[src/hw/tcc_pkg.sv]
// shared constants and types of the capture/compare timer
package tcc_pkg;

   // widths
   localparam int unsigned ADDR_W = 8;
   localparam int unsigned DATA_W = 8;
   localparam int unsigned CNT_W  = 16;

   // register offsets (byte addresses on the plain port)
   localparam logic [7:0] OFS_CONTROL = 8'h12;
   localparam logic [7:0] OFS_FLAGS   = 8'h13;
   localparam logic [7:0] OFS_CAP_HI  = 8'h14;
   localparam logic [7:0] OFS_CAP_LO  = 8'h15;
   localparam logic [7:0] OFS_CMP_HI  = 8'h16;
   localparam logic [7:0] OFS_CMP_LO  = 8'h17;
   localparam logic [7:0] OFS_CNT_HI  = 8'h18;
   localparam logic [7:0] OFS_CNT_LO  = 8'h19;
   localparam logic [7:0] OFS_ALT_HI  = 8'h1a;
   localparam logic [7:0] OFS_ALT_LO  = 8'h1b;

   // field positions in control and flag registers
   localparam int unsigned BIT_CAP   = 7;
   localparam int unsigned BIT_CMP   = 6;
   localparam int unsigned BIT_OVF   = 5;
   localparam int unsigned BIT_EDGE  = 1;
   localparam int unsigned BIT_LEVEL = 0;

   // reset values and counts
   localparam logic [15:0] CNT_RESET  = 16'hfffc;
   localparam logic [15:0] CNT_WRAP   = 16'hffff;
   localparam logic [15:0] CMP_RESET  = 16'hffff;
   localparam logic [1:0]  PRESC_LAST = 2'h3;
   localparam logic        PIN_RESET  = 1'b0;

   // one bit per timer event: capture, compare, overflow
   typedef struct packed {
      logic cap;
      logic cmp;
      logic ovf;
   } tcc_evt_type;

   localparam tcc_evt_type EVT_NONE = 3'h0;

endpackage

[src/hw/tcc_timer.sv]
// capture/compare timer: counter, capture, compare, flags and registers
// Functional notes
// - counter advances once per four clocks
// - reading counter never disturbs counting
// - active capture edge copies counter value
// - edge select: 1 rising, 0 falling; kept
// - every fourth clock compare; match drives pin
// - level bit picks pin level; reset clears
// - three interrupt enables, cleared by reset
// - capture flag cleared: status read, capture low
// - compare flag cleared: status, compare low access
// - overflow flag on wrap, cleared via counter low
// - high read freezes low; writes ignored
// - alternate pair latches, never clears overflow
// - capture high read blocks capture until low
// - compare high write suspends matching until low
// - timer keeps running; interrupt wakes from wait
// - stop holds counter; reset forces fffc
// - stop clears prescaler and interrupt enables
//
// The strobed register port was chosen for this implementation.
`timescale 1ns/1ps

module tcc_timer (
   // clock and resets
   input  wire logic                        core_clk,
   input  wire logic                        rst,
   input  wire logic                        por,
   // low-power state from the core
   input  wire logic                        stop_mode,
   // register port
   input  wire logic [tcc_pkg::ADDR_W-1:0]  bus_addr,
   input  wire logic [tcc_pkg::DATA_W-1:0]  bus_wdata,
   input  wire logic                        bus_wr,
   input  wire logic                        bus_rd,
   output logic      [tcc_pkg::DATA_W-1:0]  bus_rdata,
   // pins
   input  wire logic                        capture_input_pin,
   output logic                             compare_output_pin,
   // interrupt request
   output logic                             irq
);

   logic [15:0]          counter_ff;
   logic [15:0]          nxt_counter;
   logic [1:0]           presc_ff;
   logic [2:0]           cap_sync_ff;
   logic [2:0]           cap_fill_ff;
   logic [15:0]          capture_ff;
   logic [15:0]          compare_ff;
   logic                 cmp_hold_ff;
   logic                 cap_block_ff;
   logic                 cnt_latched_ff;
   logic                 alt_latched_ff;
   logic [7:0]           cnt_lo_ff;
   logic [7:0]           alt_lo_ff;
   logic                 pin_ff;
   logic                 level_ff;
   logic                 edge_sel_ff;
   logic [7:0]           rdata_ff;
   tcc_pkg::tcc_evt_type enable_ff;
   tcc_pkg::tcc_evt_type flags_ff;
   tcc_pkg::tcc_evt_type armed_ff;
   tcc_pkg::tcc_evt_type nxt_flags;
   tcc_pkg::tcc_evt_type nxt_armed;

   // address decode
   wire rd_ctrl   = bus_rd && (bus_addr == tcc_pkg::OFS_CONTROL);
   wire rd_flags  = bus_rd && (bus_addr == tcc_pkg::OFS_FLAGS);
   wire rd_cap_hi = bus_rd && (bus_addr == tcc_pkg::OFS_CAP_HI);
   wire rd_cap_lo = bus_rd && (bus_addr == tcc_pkg::OFS_CAP_LO);
   wire rd_cmp_hi = bus_rd && (bus_addr == tcc_pkg::OFS_CMP_HI);
   wire rd_cmp_lo = bus_rd && (bus_addr == tcc_pkg::OFS_CMP_LO);
   wire rd_cnt_hi = bus_rd && (bus_addr == tcc_pkg::OFS_CNT_HI);
   wire rd_cnt_lo = bus_rd && (bus_addr == tcc_pkg::OFS_CNT_LO);
   wire rd_alt_hi = bus_rd && (bus_addr == tcc_pkg::OFS_ALT_HI);
   wire rd_alt_lo = bus_rd && (bus_addr == tcc_pkg::OFS_ALT_LO);
   wire wr_ctrl   = bus_wr && (bus_addr == tcc_pkg::OFS_CONTROL);
   wire wr_flags  = bus_wr && (bus_addr == tcc_pkg::OFS_FLAGS);
   wire wr_cmp_hi = bus_wr && (bus_addr == tcc_pkg::OFS_CMP_HI);
   wire wr_cmp_lo = bus_wr && (bus_addr == tcc_pkg::OFS_CMP_LO);

   // prescaler tick and counter events; stop suppresses tick, wrap and match
   wire tick      = !stop_mode && (presc_ff == tcc_pkg::PRESC_LAST);
   wire wrap      = tick && (counter_ff == tcc_pkg::CNT_WRAP);
   wire match     = tick && !cmp_hold_ff && (counter_ff == compare_ff);

   // capture edge from the second and third sync stages only
   wire cap_now   = cap_sync_ff[1];
   wire cap_prev  = cap_sync_ff[2];
   wire cap_edge  = edge_sel_ff ? (cap_now && !cap_prev)
                                : (!cap_now && cap_prev);
   wire capture   = cap_edge && !cap_block_ff && cap_fill_ff[2];

   // events and sequence clears; set beats clear in the same cycle
   wire tcc_pkg::tcc_evt_type evt = '{cap: capture, cmp: match, ovf: wrap};
   wire tcc_pkg::tcc_evt_type seq_clr = '{
      cap: armed_ff.cap && rd_cap_lo,
      cmp: armed_ff.cmp && (rd_cmp_lo || wr_cmp_lo),
      ovf: armed_ff.ovf && rd_cnt_lo
   };
   wire tcc_pkg::tcc_evt_type w1c_clr = wr_flags ?
      '{cap: bus_wdata[tcc_pkg::BIT_CAP], cmp: bus_wdata[tcc_pkg::BIT_CMP],
        ovf: bus_wdata[tcc_pkg::BIT_OVF]} : tcc_pkg::EVT_NONE;
   assign nxt_flags = evt | (flags_ff & ~(seq_clr | w1c_clr));

   // a status read arms each flag it sees set; arming ends with its clear
   assign nxt_armed = (armed_ff & ~seq_clr) | (rd_flags ? flags_ff : tcc_pkg::EVT_NONE);

   assign nxt_counter = counter_ff + 16'h0001;

   // register read multiplexer
   wire [7:0] cnt_lo_view = cnt_latched_ff ? cnt_lo_ff : counter_ff[7:0];
   wire [7:0] alt_lo_view = alt_latched_ff ? alt_lo_ff : counter_ff[7:0];
   wire [7:0] ctrl_view   = {enable_ff, 3'h0, edge_sel_ff, level_ff};
   wire [7:0] flags_view  = {flags_ff, 5'h00};
   wire [7:0] rd_mux =
      rd_ctrl   ? ctrl_view          :
      rd_flags  ? flags_view         :
      rd_cap_hi ? capture_ff[15:8]   :
      rd_cap_lo ? capture_ff[7:0]    :
      rd_cmp_hi ? compare_ff[15:8]   :
      rd_cmp_lo ? compare_ff[7:0]    :
      rd_cnt_hi ? counter_ff[15:8]   :
      rd_cnt_lo ? cnt_lo_view        :
      rd_alt_hi ? counter_ff[15:8]   :
      rd_alt_lo ? alt_lo_view        : 8'h00;

   // interrupt: level, so it also serves as the wake from wait
   assign irq = |(flags_ff & enable_ff);
   assign bus_rdata = rdata_ff;
   assign compare_output_pin = pin_ff;

   // read data register; unmapped addresses answer zero
   always_ff @(posedge core_clk or posedge rst) begin
      if (rst) begin
         rdata_ff <= 8'h00;
      end else if (bus_rd) begin
         rdata_ff <= rd_mux;
      end
   end

   // prescaler and free-running counter; reset leaves fffc
   always_ff @(posedge core_clk or posedge rst) begin
      if (rst) begin
         presc_ff   <= 2'h0;
         counter_ff <= tcc_pkg::CNT_RESET;
      end else if (stop_mode) begin
         presc_ff   <= 2'h0;
      end else begin
         presc_ff   <= presc_ff + 2'h1;
         if (tick) begin
            counter_ff <= nxt_counter;
         end
      end
   end

   // capture pin synchroniser plus one stage for edge detection
   always_ff @(posedge core_clk or posedge rst) begin
      if (rst) begin
         cap_sync_ff <= 3'h0;
      end else begin
         cap_sync_ff <= {cap_sync_ff[1:0], capture_input_pin};
      end
   end

   // sync stages hold no real pin sample after rst; a high pin would fake an edge
   always_ff @(posedge core_clk or posedge rst) begin
      if (rst) begin
         cap_fill_ff <= 3'h0;
      end else begin
         cap_fill_ff <= {cap_fill_ff[1:0], 1'b1};
      end
   end

   // capture value and high-byte blocking
   always_ff @(posedge core_clk or posedge rst) begin
      if (rst) begin
         capture_ff   <= 16'h0000;
         cap_block_ff <= 1'b0;
      end else begin
         if (capture) begin
            capture_ff <= counter_ff;
         end
         if (rd_cap_hi) begin
            cap_block_ff <= 1'b1;
         end else if (rd_cap_lo) begin
            cap_block_ff <= 1'b0;
         end
      end
   end

   // counter read latches; writes to these offsets are dropped
   always_ff @(posedge core_clk or posedge rst) begin
      if (rst) begin
         cnt_latched_ff <= 1'b0;
         alt_latched_ff <= 1'b0;
         cnt_lo_ff      <= 8'h00;
         alt_lo_ff      <= 8'h00;
      end else begin
         if (rd_cnt_hi) begin
            cnt_latched_ff <= 1'b1;
            cnt_lo_ff      <= counter_ff[7:0];
         end else if (rd_cnt_lo) begin
            cnt_latched_ff <= 1'b0;
         end
         if (rd_alt_hi) begin
            alt_latched_ff <= 1'b1;
            alt_lo_ff      <= counter_ff[7:0];
         end else if (rd_alt_lo) begin
            alt_latched_ff <= 1'b0;
         end
      end
   end

   // compare value: high write holds matching until low write
   always_ff @(posedge core_clk or posedge rst) begin
      if (rst) begin
         compare_ff  <= tcc_pkg::CMP_RESET;
         cmp_hold_ff <= 1'b0;
      end else begin
         if (wr_cmp_hi) begin
            compare_ff[15:8] <= bus_wdata;
            cmp_hold_ff      <= 1'b1;
         end
         if (wr_cmp_lo) begin
            compare_ff[7:0] <= bus_wdata;
            cmp_hold_ff     <= 1'b0;
         end
      end
   end

   // compare pin follows the level bit on each match
   always_ff @(posedge core_clk or posedge rst) begin
      if (rst) begin
         pin_ff <= tcc_pkg::PIN_RESET;
      end else if (match) begin
         pin_ff <= level_ff;
      end
   end

   // enables and level bit cleared by reset; stop strips the enables
   always_ff @(posedge core_clk or posedge rst) begin
      if (rst) begin
         enable_ff <= tcc_pkg::EVT_NONE;
         level_ff  <= 1'b0;
      end else if (stop_mode) begin
         enable_ff <= tcc_pkg::EVT_NONE;
      end else if (wr_ctrl) begin
         enable_ff <= bus_wdata[tcc_pkg::BIT_CAP:tcc_pkg::BIT_OVF];
         level_ff  <= bus_wdata[tcc_pkg::BIT_LEVEL];
      end
   end

   // flags and edge select survive rst; only power-on clears them
   always_ff @(posedge core_clk or posedge por) begin
      if (por) begin
         flags_ff    <= tcc_pkg::EVT_NONE;
         armed_ff    <= tcc_pkg::EVT_NONE;
         edge_sel_ff <= 1'b0;
      end else begin
         flags_ff <= nxt_flags;
         armed_ff <= nxt_armed;
         if (wr_ctrl) begin
            edge_sel_ff <= bus_wdata[tcc_pkg::BIT_EDGE];
         end
      end
   end

   // checks
   count_step_a: assert property (@(posedge core_clk) disable iff (rst)
      tick |=> counter_ff == $past(nxt_counter))
      else $error("counter did not step on tick");

   count_still_a: assert property (@(posedge core_clk) disable iff (rst)
      (!tick && !$past(rst)) |=> $stable(counter_ff))
      else $error("counter moved without tick");

   tick_spacing_a: assert property (@(posedge core_clk) disable iff (rst)
      (tick && !stop_mode) |=> !tick [*3])
      else $error("prescaler tick closer than four clocks");

   capture_copy_a: assert property (@(posedge core_clk) disable iff (rst)
      capture |=> capture_ff == $past(counter_ff) && flags_ff.cap)
      else $error("capture did not copy counter");

   capture_block_a: assert property (@(posedge core_clk) disable iff (rst)
      (cap_block_ff && !rd_cap_lo) |=> $stable(capture_ff))
      else $error("capture changed while blocked");

   compare_pin_a: assert property (@(posedge core_clk) disable iff (rst)
      match |=> compare_output_pin == $past(level_ff) && flags_ff.cmp)
      else $error("compare pin or flag wrong after match");

   compare_hold_a: assert property (@(posedge core_clk) disable iff (rst)
      (cmp_hold_ff && !flags_ff.cmp) |=> !flags_ff.cmp)
      else $error("compare flag set while compare suspended");

   overflow_flag_a: assert property (@(posedge core_clk) disable iff (rst)
      wrap |=> flags_ff.ovf && counter_ff == 16'h0000)
      else $error("overflow flag missing after wrap");

   alt_keeps_ovf_a: assert property (@(posedge core_clk) disable iff (rst)
      (flags_ff.ovf && rd_alt_lo && !wr_flags) |=> flags_ff.ovf)
      else $error("alternate read cleared overflow");

   latch_hold_a: assert property (@(posedge core_clk) disable iff (rst)
      (rd_cnt_hi ##1 (!rd_cnt_lo && !rd_cnt_hi) [*2]) |-> $stable(cnt_lo_ff))
      else $error("latched low byte changed");

   stop_mask_a: assert property (@(posedge core_clk) disable iff (rst)
      stop_mode |=> enable_ff == tcc_pkg::EVT_NONE && presc_ff == 2'h0)
      else $error("stop left enables or prescaler");

   irq_level_a: assert property (@(posedge core_clk) disable iff (rst)
      irq == (flags_ff.cap && enable_ff.cap || flags_ff.cmp && enable_ff.cmp
              || flags_ff.ovf && enable_ff.ovf))
      else $error("interrupt disagrees with flags");

   cap_clear_a: assert property (@(posedge core_clk) disable iff (rst)
      (rd_flags && flags_ff.cap ##1 (!rd_cap_lo && !capture) [*3] ##1 rd_cap_lo && !capture)
      |=> !flags_ff.cap)
      else $error("capture flag not cleared by sequence");

   reset_ctrl_a: assert property (@(posedge core_clk)
      $fell(rst) |-> enable_ff == tcc_pkg::EVT_NONE && !level_ff)
      else $error("enables or level bit survived reset");

   reset_count_a: assert property (@(posedge core_clk)
      $fell(rst) |-> counter_ff == tcc_pkg::CNT_RESET && presc_ff == 2'h0)
      else $error("counter or prescaler wrong after reset");

   capture_settle_a: assert property (@(posedge core_clk)
      $fell(rst) |-> !capture [*3])
      else $error("capture right after reset release");

   alt_latch_a: assert property (@(posedge core_clk) disable iff (rst)
      rd_alt_hi |=> alt_lo_ff == $past(counter_ff[7:0]))
      else $error("alternate low byte not latched");

   flags_read_a: assert property (@(posedge core_clk) disable iff (rst)
      rd_flags |=> bus_rdata == {$past(flags_ff), 5'h00})
      else $error("status read data wrong");

endmodule

[config.mk]
export PLATFORM = sky130hd
export DESIGN_NAME = tcc_timer
export DESIGN_NICKNAME = d
export VERILOG_FILES = /design/src/hw/tcc_pkg.sv /design/src/hw/tcc_timer.sv
export SDC_FILE = /design/constraint.sdc
export NUM_CORES = 1
export LEC_CHECK = 0
export BUFFER_PORTS_ARGS = -buffer_cell sky130_fd_sc_hd__buf_2
export CAP_MARGIN = 20
export CORE_MARGIN = 5
export CORE_UTILIZATION = 36
export CTS_BUF_LIST = sky130_fd_sc_hd__clkbuf_16
export DETAILED_ROUTE_END_ITERATION = 7
export GPL_ROUTABILITY_DRIVEN = 0
export HOLD_SLACK_MARGIN = 0.15
export PLACE_DENSITY = 0.54
export SKIP_CTS_REPAIR_TIMING = 1
export SLEW_MARGIN = 20
export SYNTH_ARGS = -nofsm -noshare
export SYNTH_HDL_FRONTEND = slang
export SYNTH_SLANG_ARGS = --single-unit
[constraint.sdc]
create_clock -name core_clk -period 2.65 [get_ports core_clk]
set_clock_uncertainty 0.15 [all_clocks]
set_input_delay 0.3975 -clock core_clk [delete_from_list [all_inputs] [get_ports core_clk]]
set_output_delay 0.3975 -clock core_clk [all_outputs]
set_load 0.01 [all_outputs]
* Word level (Yosys, flattened, before mapping)
Cells that the tools add are included.
W data, S select, Z words.
** Storage, ports and cells
- Bits in latches :: 0
- Register bits :: 96
- Bits in writable memories :: 0
- Memory bits (read-only) :: 0
- Input bits :: 23
- Memories :: 0
- Output and inout port bits :: 10
- Logic and storage cells :: 115
** Operators by class
- Eq/ne operators :: 13
- Bitwise operators :: 9
- Order comparisons :: 0
- $add $sub $neg :: 2
- Muxes and demuxes :: 26
- Shift-type cells :: 0
- Divide/modulo/power cells :: 0
- Reductions and logical operators :: 39
- Multiply operators :: 0
** Operators by type and width (count)
- $mux W8 :: 12
- $eq A8 B5 Y1 const B :: 10
- $logic_and A1 B1 Y1 :: 25
- $add A16 B1 Y16 const B :: 1
- $eq A16 B16 Y1 :: 1
- $eq A16 B16 Y1 const B :: 1
- $mux W3 :: 4
- $reduce_bool A2 Y1 :: 5
- $and A3 B3 Y3 :: 3
- $mux W1 :: 9
- $or A3 B3 Y3 :: 3
- $not A3 Y3 :: 2
- $logic_not A1 Y1 :: 5
- $reduce_and A2 Y1 :: 2
- $reduce_or A3 Y1 :: 1
- $add A2 B1 Y2 const B :: 1
- $eq A2 B2 Y1 const B :: 1
- $mux W2 :: 1
- $logic_or A1 B1 Y1 :: 1
- $not A1 Y1 :: 1

* Depth between registers and ports, before layout
- Word-level depth :: 12
- Gate-level depth with buffers :: 8
- Gate-level depth less buffers :: 6

* Worst setup path after synthesis
Ideal clock, no wire load.
- Path kind :: input -> register
- Start point :: input bus_addr[7] in the netlist's numbering
- End point :: register level_ff
- Stages :: 5
- Arrival time :: 1906 ps
- Path slack :: 467 ps
- Buffers on the path :: 0
- Path through :: or4b_4 nor4_4 nand2_4 nor2_2 mux2_1
** On the way
- Longest elaborated chain between the ends :: 3
** RTL lines
- start: declaration :: line tcc_timer.sv:32 : input wire logic [tcc_pkg::ADDR_W-1:0] bus_addr,
- $eq A8 B5 Y1 :: line tcc_timer.sv:78 : wire wr_ctrl = bus_wr && (bus_addr == tcc_pkg::OFS_CONTROL);
- $logic_and A1 B1 Y1 :: line tcc_timer.sv:78
- $reduce_and A2 Y1 (no line)
- end signal: assignment :: line tcc_timer.sv:251 : level_ff <= bus_wdata[tcc_pkg::BIT_LEVEL];
- end: declaration :: line tcc_timer.sv:58 : logic level_ff;
Every way passes these cells.
A chain may end at the register's enable or synchronous reset.

* Worst setup path after layout
- Start point :: input bus_addr[7] in the netlist's numbering
- End point :: register alt_lo_ff[3]
** On the way
- Longest elaborated chain between the ends :: 2
** RTL lines
- $eq A8 B5 Y1 :: line tcc_timer.sv:76 : wire rd_alt_hi = bus_rd && (bus_addr == tcc_pkg::OFS_ALT_HI);
- $logic_and A1 B1 Y1 :: line tcc_timer.sv:76
- end signal: assignment :: line tcc_timer.sv:209 : alt_lo_ff <= counter_ff[7:0];
- end: declaration :: line tcc_timer.sv:56 : logic [7:0] alt_lo_ff;
Every way passes these cells.

==> results.md <==
- The wire length of the first global-routing pass is 20800 um.
- STA classifies the critical path endpoint as a flip-flop.
- The initial core utilization is 36.7%.
- The chip height is 126 um.
- The fraction of the core area covered by cells at the end of the flow is 42.1%.
- The final-report hold violation count is 0.
- The post-route fraction of the period consumed by the critical path is 78.2%.
- The area growth from synthesis to layout is 14.6%.
- The HPWL after detailed placement is 9430 um.
- Multiplexer cells account for 13.6% of the synthesized area.
- The starting DRC count in detailed routing is 190.
- The number of nets in the synthesized netlist is 474.
- The layout has 1299 filler cells.
- The final count of pins violating max slew was 0.
- The post-route cell area is 5570 um2.
- The later-pin clock latency in the skew report is 0.35 ns.
- Final hold analysis gives a worst-case slack of 0.142 ns.
- The number of antenna violations at the first check in global routing came to 1.
- The maximum level of the CTS H-tree is 3.
- The die covers 15900 um2.
- After floorplanning, the core was divided into 42 placement rows.
- The residual DRC count is 0.
- The cell chosen for the clock root is clkbuf_16.
- By area, the combinational part of the netlist is dominated by simple AND/OR/NAND/NOR gates.
- TritonCTS built the clock tree.
- The fraction of registers with async set/reset is 100%.
- The parity-gate share of the synthesized area counting xor and xnor cells is 5.59%.
- The analysis attributes to cell leakage a power of 2.53 nW.
- The area inside the core boundary is 13200 um2.
- The average cell area after synthesis is 10.8 um2.
- The count of different cell masters after synthesis is 56.
- Counting I/O delays and the setup requirement, the final critical path takes 2.07 ns.
- Of all nets on the critical path, the largest fanout is 8.
- VDD sags by at most 0.000366 V.
- The sequential cell area fraction in the yosys report is 50.2%.
- The slack of the worst reg-to-reg path is 0.62 ns.
- The clock transition at the registers of the reported paths is 0.07 ns.
- The most used flip-flop cell after synthesis is dfrtp_1.
- The share of post-route cells with drive strength above 1 is 31.5%.
- The number of nets in the final layout is 506.
- Entering global routing, the biggest net connects 90 pins.
- In this run the power density over the cells is 604 nW/um2.
- The path category of the worst min-delay check is in -> reg.
- Data on the critical path arrives at its endpoint at 2.16 ns.
- Counting tap cells, the placed design contains a total of 642 instances.
- Counting along the longest clock path gives a buffer depth of 2.
- The area share of and/or/nand/nor cells after synthesis is 15.2%.
- Setup repair after global routing left no endpoint under its margin.
- The number of clock buffers added by TritonCTS is 9.
- The chip width is 126 um.
- Across all layers, the routed design uses 3497 vias.
- The classification of the worst setup path is in -> reg.
- Synthesis produced a netlist whose cell count is 449.
- Setup violations remaining at the end of the flow were counted as 0.
- The post-synthesis compound-gate area fraction is 10.7%.
- The count of warnings emitted by yosys is 0.
- CTS saw 96 sinks.
- Setup total negative slack on the finished layout was measured at 0 ns.
- Summed over all layers, the global routing overflow is 0.
- In this run the count of I/O pins placed on the die edge is 33.
- The post-detailed-placement cell area is 5240 um2.
- The startpoint type of the worst setup path is a primary input.
- The highest achievable clock rate is 0.483 GHz.
- The adder-cell share of the synthesized area is 0.515%.
- The via count of the first global-routing pass is 3692.
- After detailed routing, the average wire length per cell comes to 19.5 um.
- The run finished with clean final reports.
- The area of the mapped netlist is 4860 um2.
- The number of non-filler instances in the completed layout is 663.
- The tool flagged a number of max-cap violations equal to 0.
- The number of flops mapped to enable cells by yosys is 0.
- The final layout contains routed wiring with a total length of 12900 um.
- In the global route stage, overall resource usage came out at 17.1%.
- The data required time at the worst endpoint is 2.74 ns.
- During placement, the flow inserted port buffers numbering 32.
- The flip-flop and latch count after synthesis is 96.
- The via count normalized by instance count is 5.27.
- In this run the remaining antenna-violating nets after routing total 0.
- The first TritonRoute pass finished after 6 iterations.
cells in the mapped netlist (3+ instances only):
cell	instances	share of area [%]
dfrtp_1	66	34
mux2_2	51	12
nand2_1	33	2.5
dfstp_2	30	16
clkbuf_1	24	1.9
nand3_1	20	2.1
inv_1	19	1.5
a21oi_1	18	1.9
nor2_1	18	1.4
xor2_1	16	2.9
o21ai_0	15	1.5
xnor2_1	15	2.7
and3_1	12	1.5
nor2b_1	9	1.2
o22ai_1	9	1.2
nand4_1	8	1.0
a22oi_1	6	0.93
mux2i_1	6	1.2
nand2b_1	5	0.64
nand3b_1	5	0.77
o31ai_1	5	0.77
a21o_1	4	0.62
and2_1	4	0.51
o2111ai_1	4	0.72
buf_2	3	0.31
nor3_1	3	0.31
nor4_1	3	0.39
o211ai_1	3	0.46
o2bb2ai_1	3	0.54
cell families (layout without fill, tap and decap cells):
logic type      Yosys count  in the layout
compound gates           79             79
xor+xnor                 31             31
fa+ha+maj                 2              2
buf+inv                  49             86
flops                    96             96
mux                      59             59
other cells               1              2
simple gates            132            132
power breakdown:
| part | internal (W) | leakage, nW | switching, W | total, W |
|---|---|---|---|---|
| logic | 0.000163 | 1.20 | 0.000208 | 0.000371 |
| registers | 0.00158 | 1.19 | 0.000130 | 0.00171 |
| clock network | 0.000723 | 0.142 | 0.000566 | 0.00129 |
| total | 0.00246 | 2.53 | 0.000903 | 0.00337 |
per-stage QoR:
step | setup slack, ns | power (W)
after floorplan | 0.467 | 0.00194
after detailed placement | 0.201 | 0.00210
final | 0.579 | 0.00337
after CTS | 0.574 | 0.00340
after global routing | 0.444 | 0.00351
after global placement | 0.303 | 0.00209
placed cells by master, fill, tap and decap left out, types with 3 or more instances in the layout:
| cell type | netlist | routed |
|---|---|---|
| inv_1 | 19 | 19 |
| o2bb2ai_1 | 3 | 3 |
| dlygate4sd3_1 | 0 | 4 |
| nand2_1 | 33 | 33 |
| o31ai_1 | 5 | 5 |
| o2111ai_1 | 4 | 4 |
| xor2_1 | 16 | 16 |
| clkbuf_16 | 0 | 9 |
| dfstp_2 | 30 | 30 |
| o211ai_1 | 3 | 3 |
| buf_4 | 0 | 14 |
| dfrtp_1 | 66 | 66 |
| mux2i_1 | 6 | 6 |
| o22ai_1 | 9 | 9 |
| nand3_1 | 20 | 20 |
| a22oi_1 | 6 | 6 |
| nor4_1 | 3 | 3 |
| o21ai_0 | 15 | 15 |
| nor2_1 | 18 | 18 |
| nand4_1 | 8 | 8 |
| a21o_1 | 4 | 4 |
| nor2b_1 | 9 | 9 |
| a21oi_1 | 18 | 18 |
| and3_1 | 12 | 12 |
| nand3b_1 | 5 | 5 |
| nor3_1 | 3 | 3 |
| buf_2 | 3 | 32 |
| xnor2_1 | 15 | 15 |
| mux2_2 | 51 | 51 |
| nand2b_1 | 5 | 5 |
| and2_1 | 4 | 4 |
layer usage:
layer  up-vias  global-route usage, %  part of all wire [%]
met5         -                      0                     0
met4         0                   7.32                   2.1
met3        17                   2.75                   2.8
met2        68                   27.2                    49
met1      1759                   23.1                    47
li1       1653                      -                     -
worst max-delay path: stages:
cell     delay [ns]
buf_2          0.12
nor4b_4        0.48
nand3_1        0.33
nor2_2         0.42
mux2_2         0.39
final timing paths:
path	start	endpoint	cells past startpoint
min in group asynchronous	por	armed_ff[0]	3
setup reg to reg	counter_ff[2]	counter_ff[14]	5
setup / recovery	bus_addr[7]	alt_lo_ff[3]	5
hold / removal	bus_wdata[4]	compare_ff[12]	2
hold reg to reg	cap_sync_ff[0]	cap_sync_ff[1]	0
max in group asynchronous	rst	compare_ff[14]	4
cell type report:
cell class | count | area [um2] | area share [%]
Antenna cell | 1 | 2.50 | 0.0449
Multi-Input combinational cell | 304 | 2220 | 39.9
Tap cell | 176 | 220 | 3.95
Inverter | 19 | 75.1 | 1.35
Clock buffer | 9 | 225 | 4.04
Sequential cell | 96 | 2440 | 43.8
Clock inverter | 7 | 62.6 | 1.12
Timing Repair Buffer | 51 | 325 | 5.84
state kept, by name, indices dropped and copies added, names as in the netlist, 8 cells and up:
register,flops
capture_ff,16
compare_ff,16
counter_ff,16
alt_lo_ff,8
bus_rdata,8
cnt_lo_ff,8
Note: power is estimated with default switching activity, not from simulation.
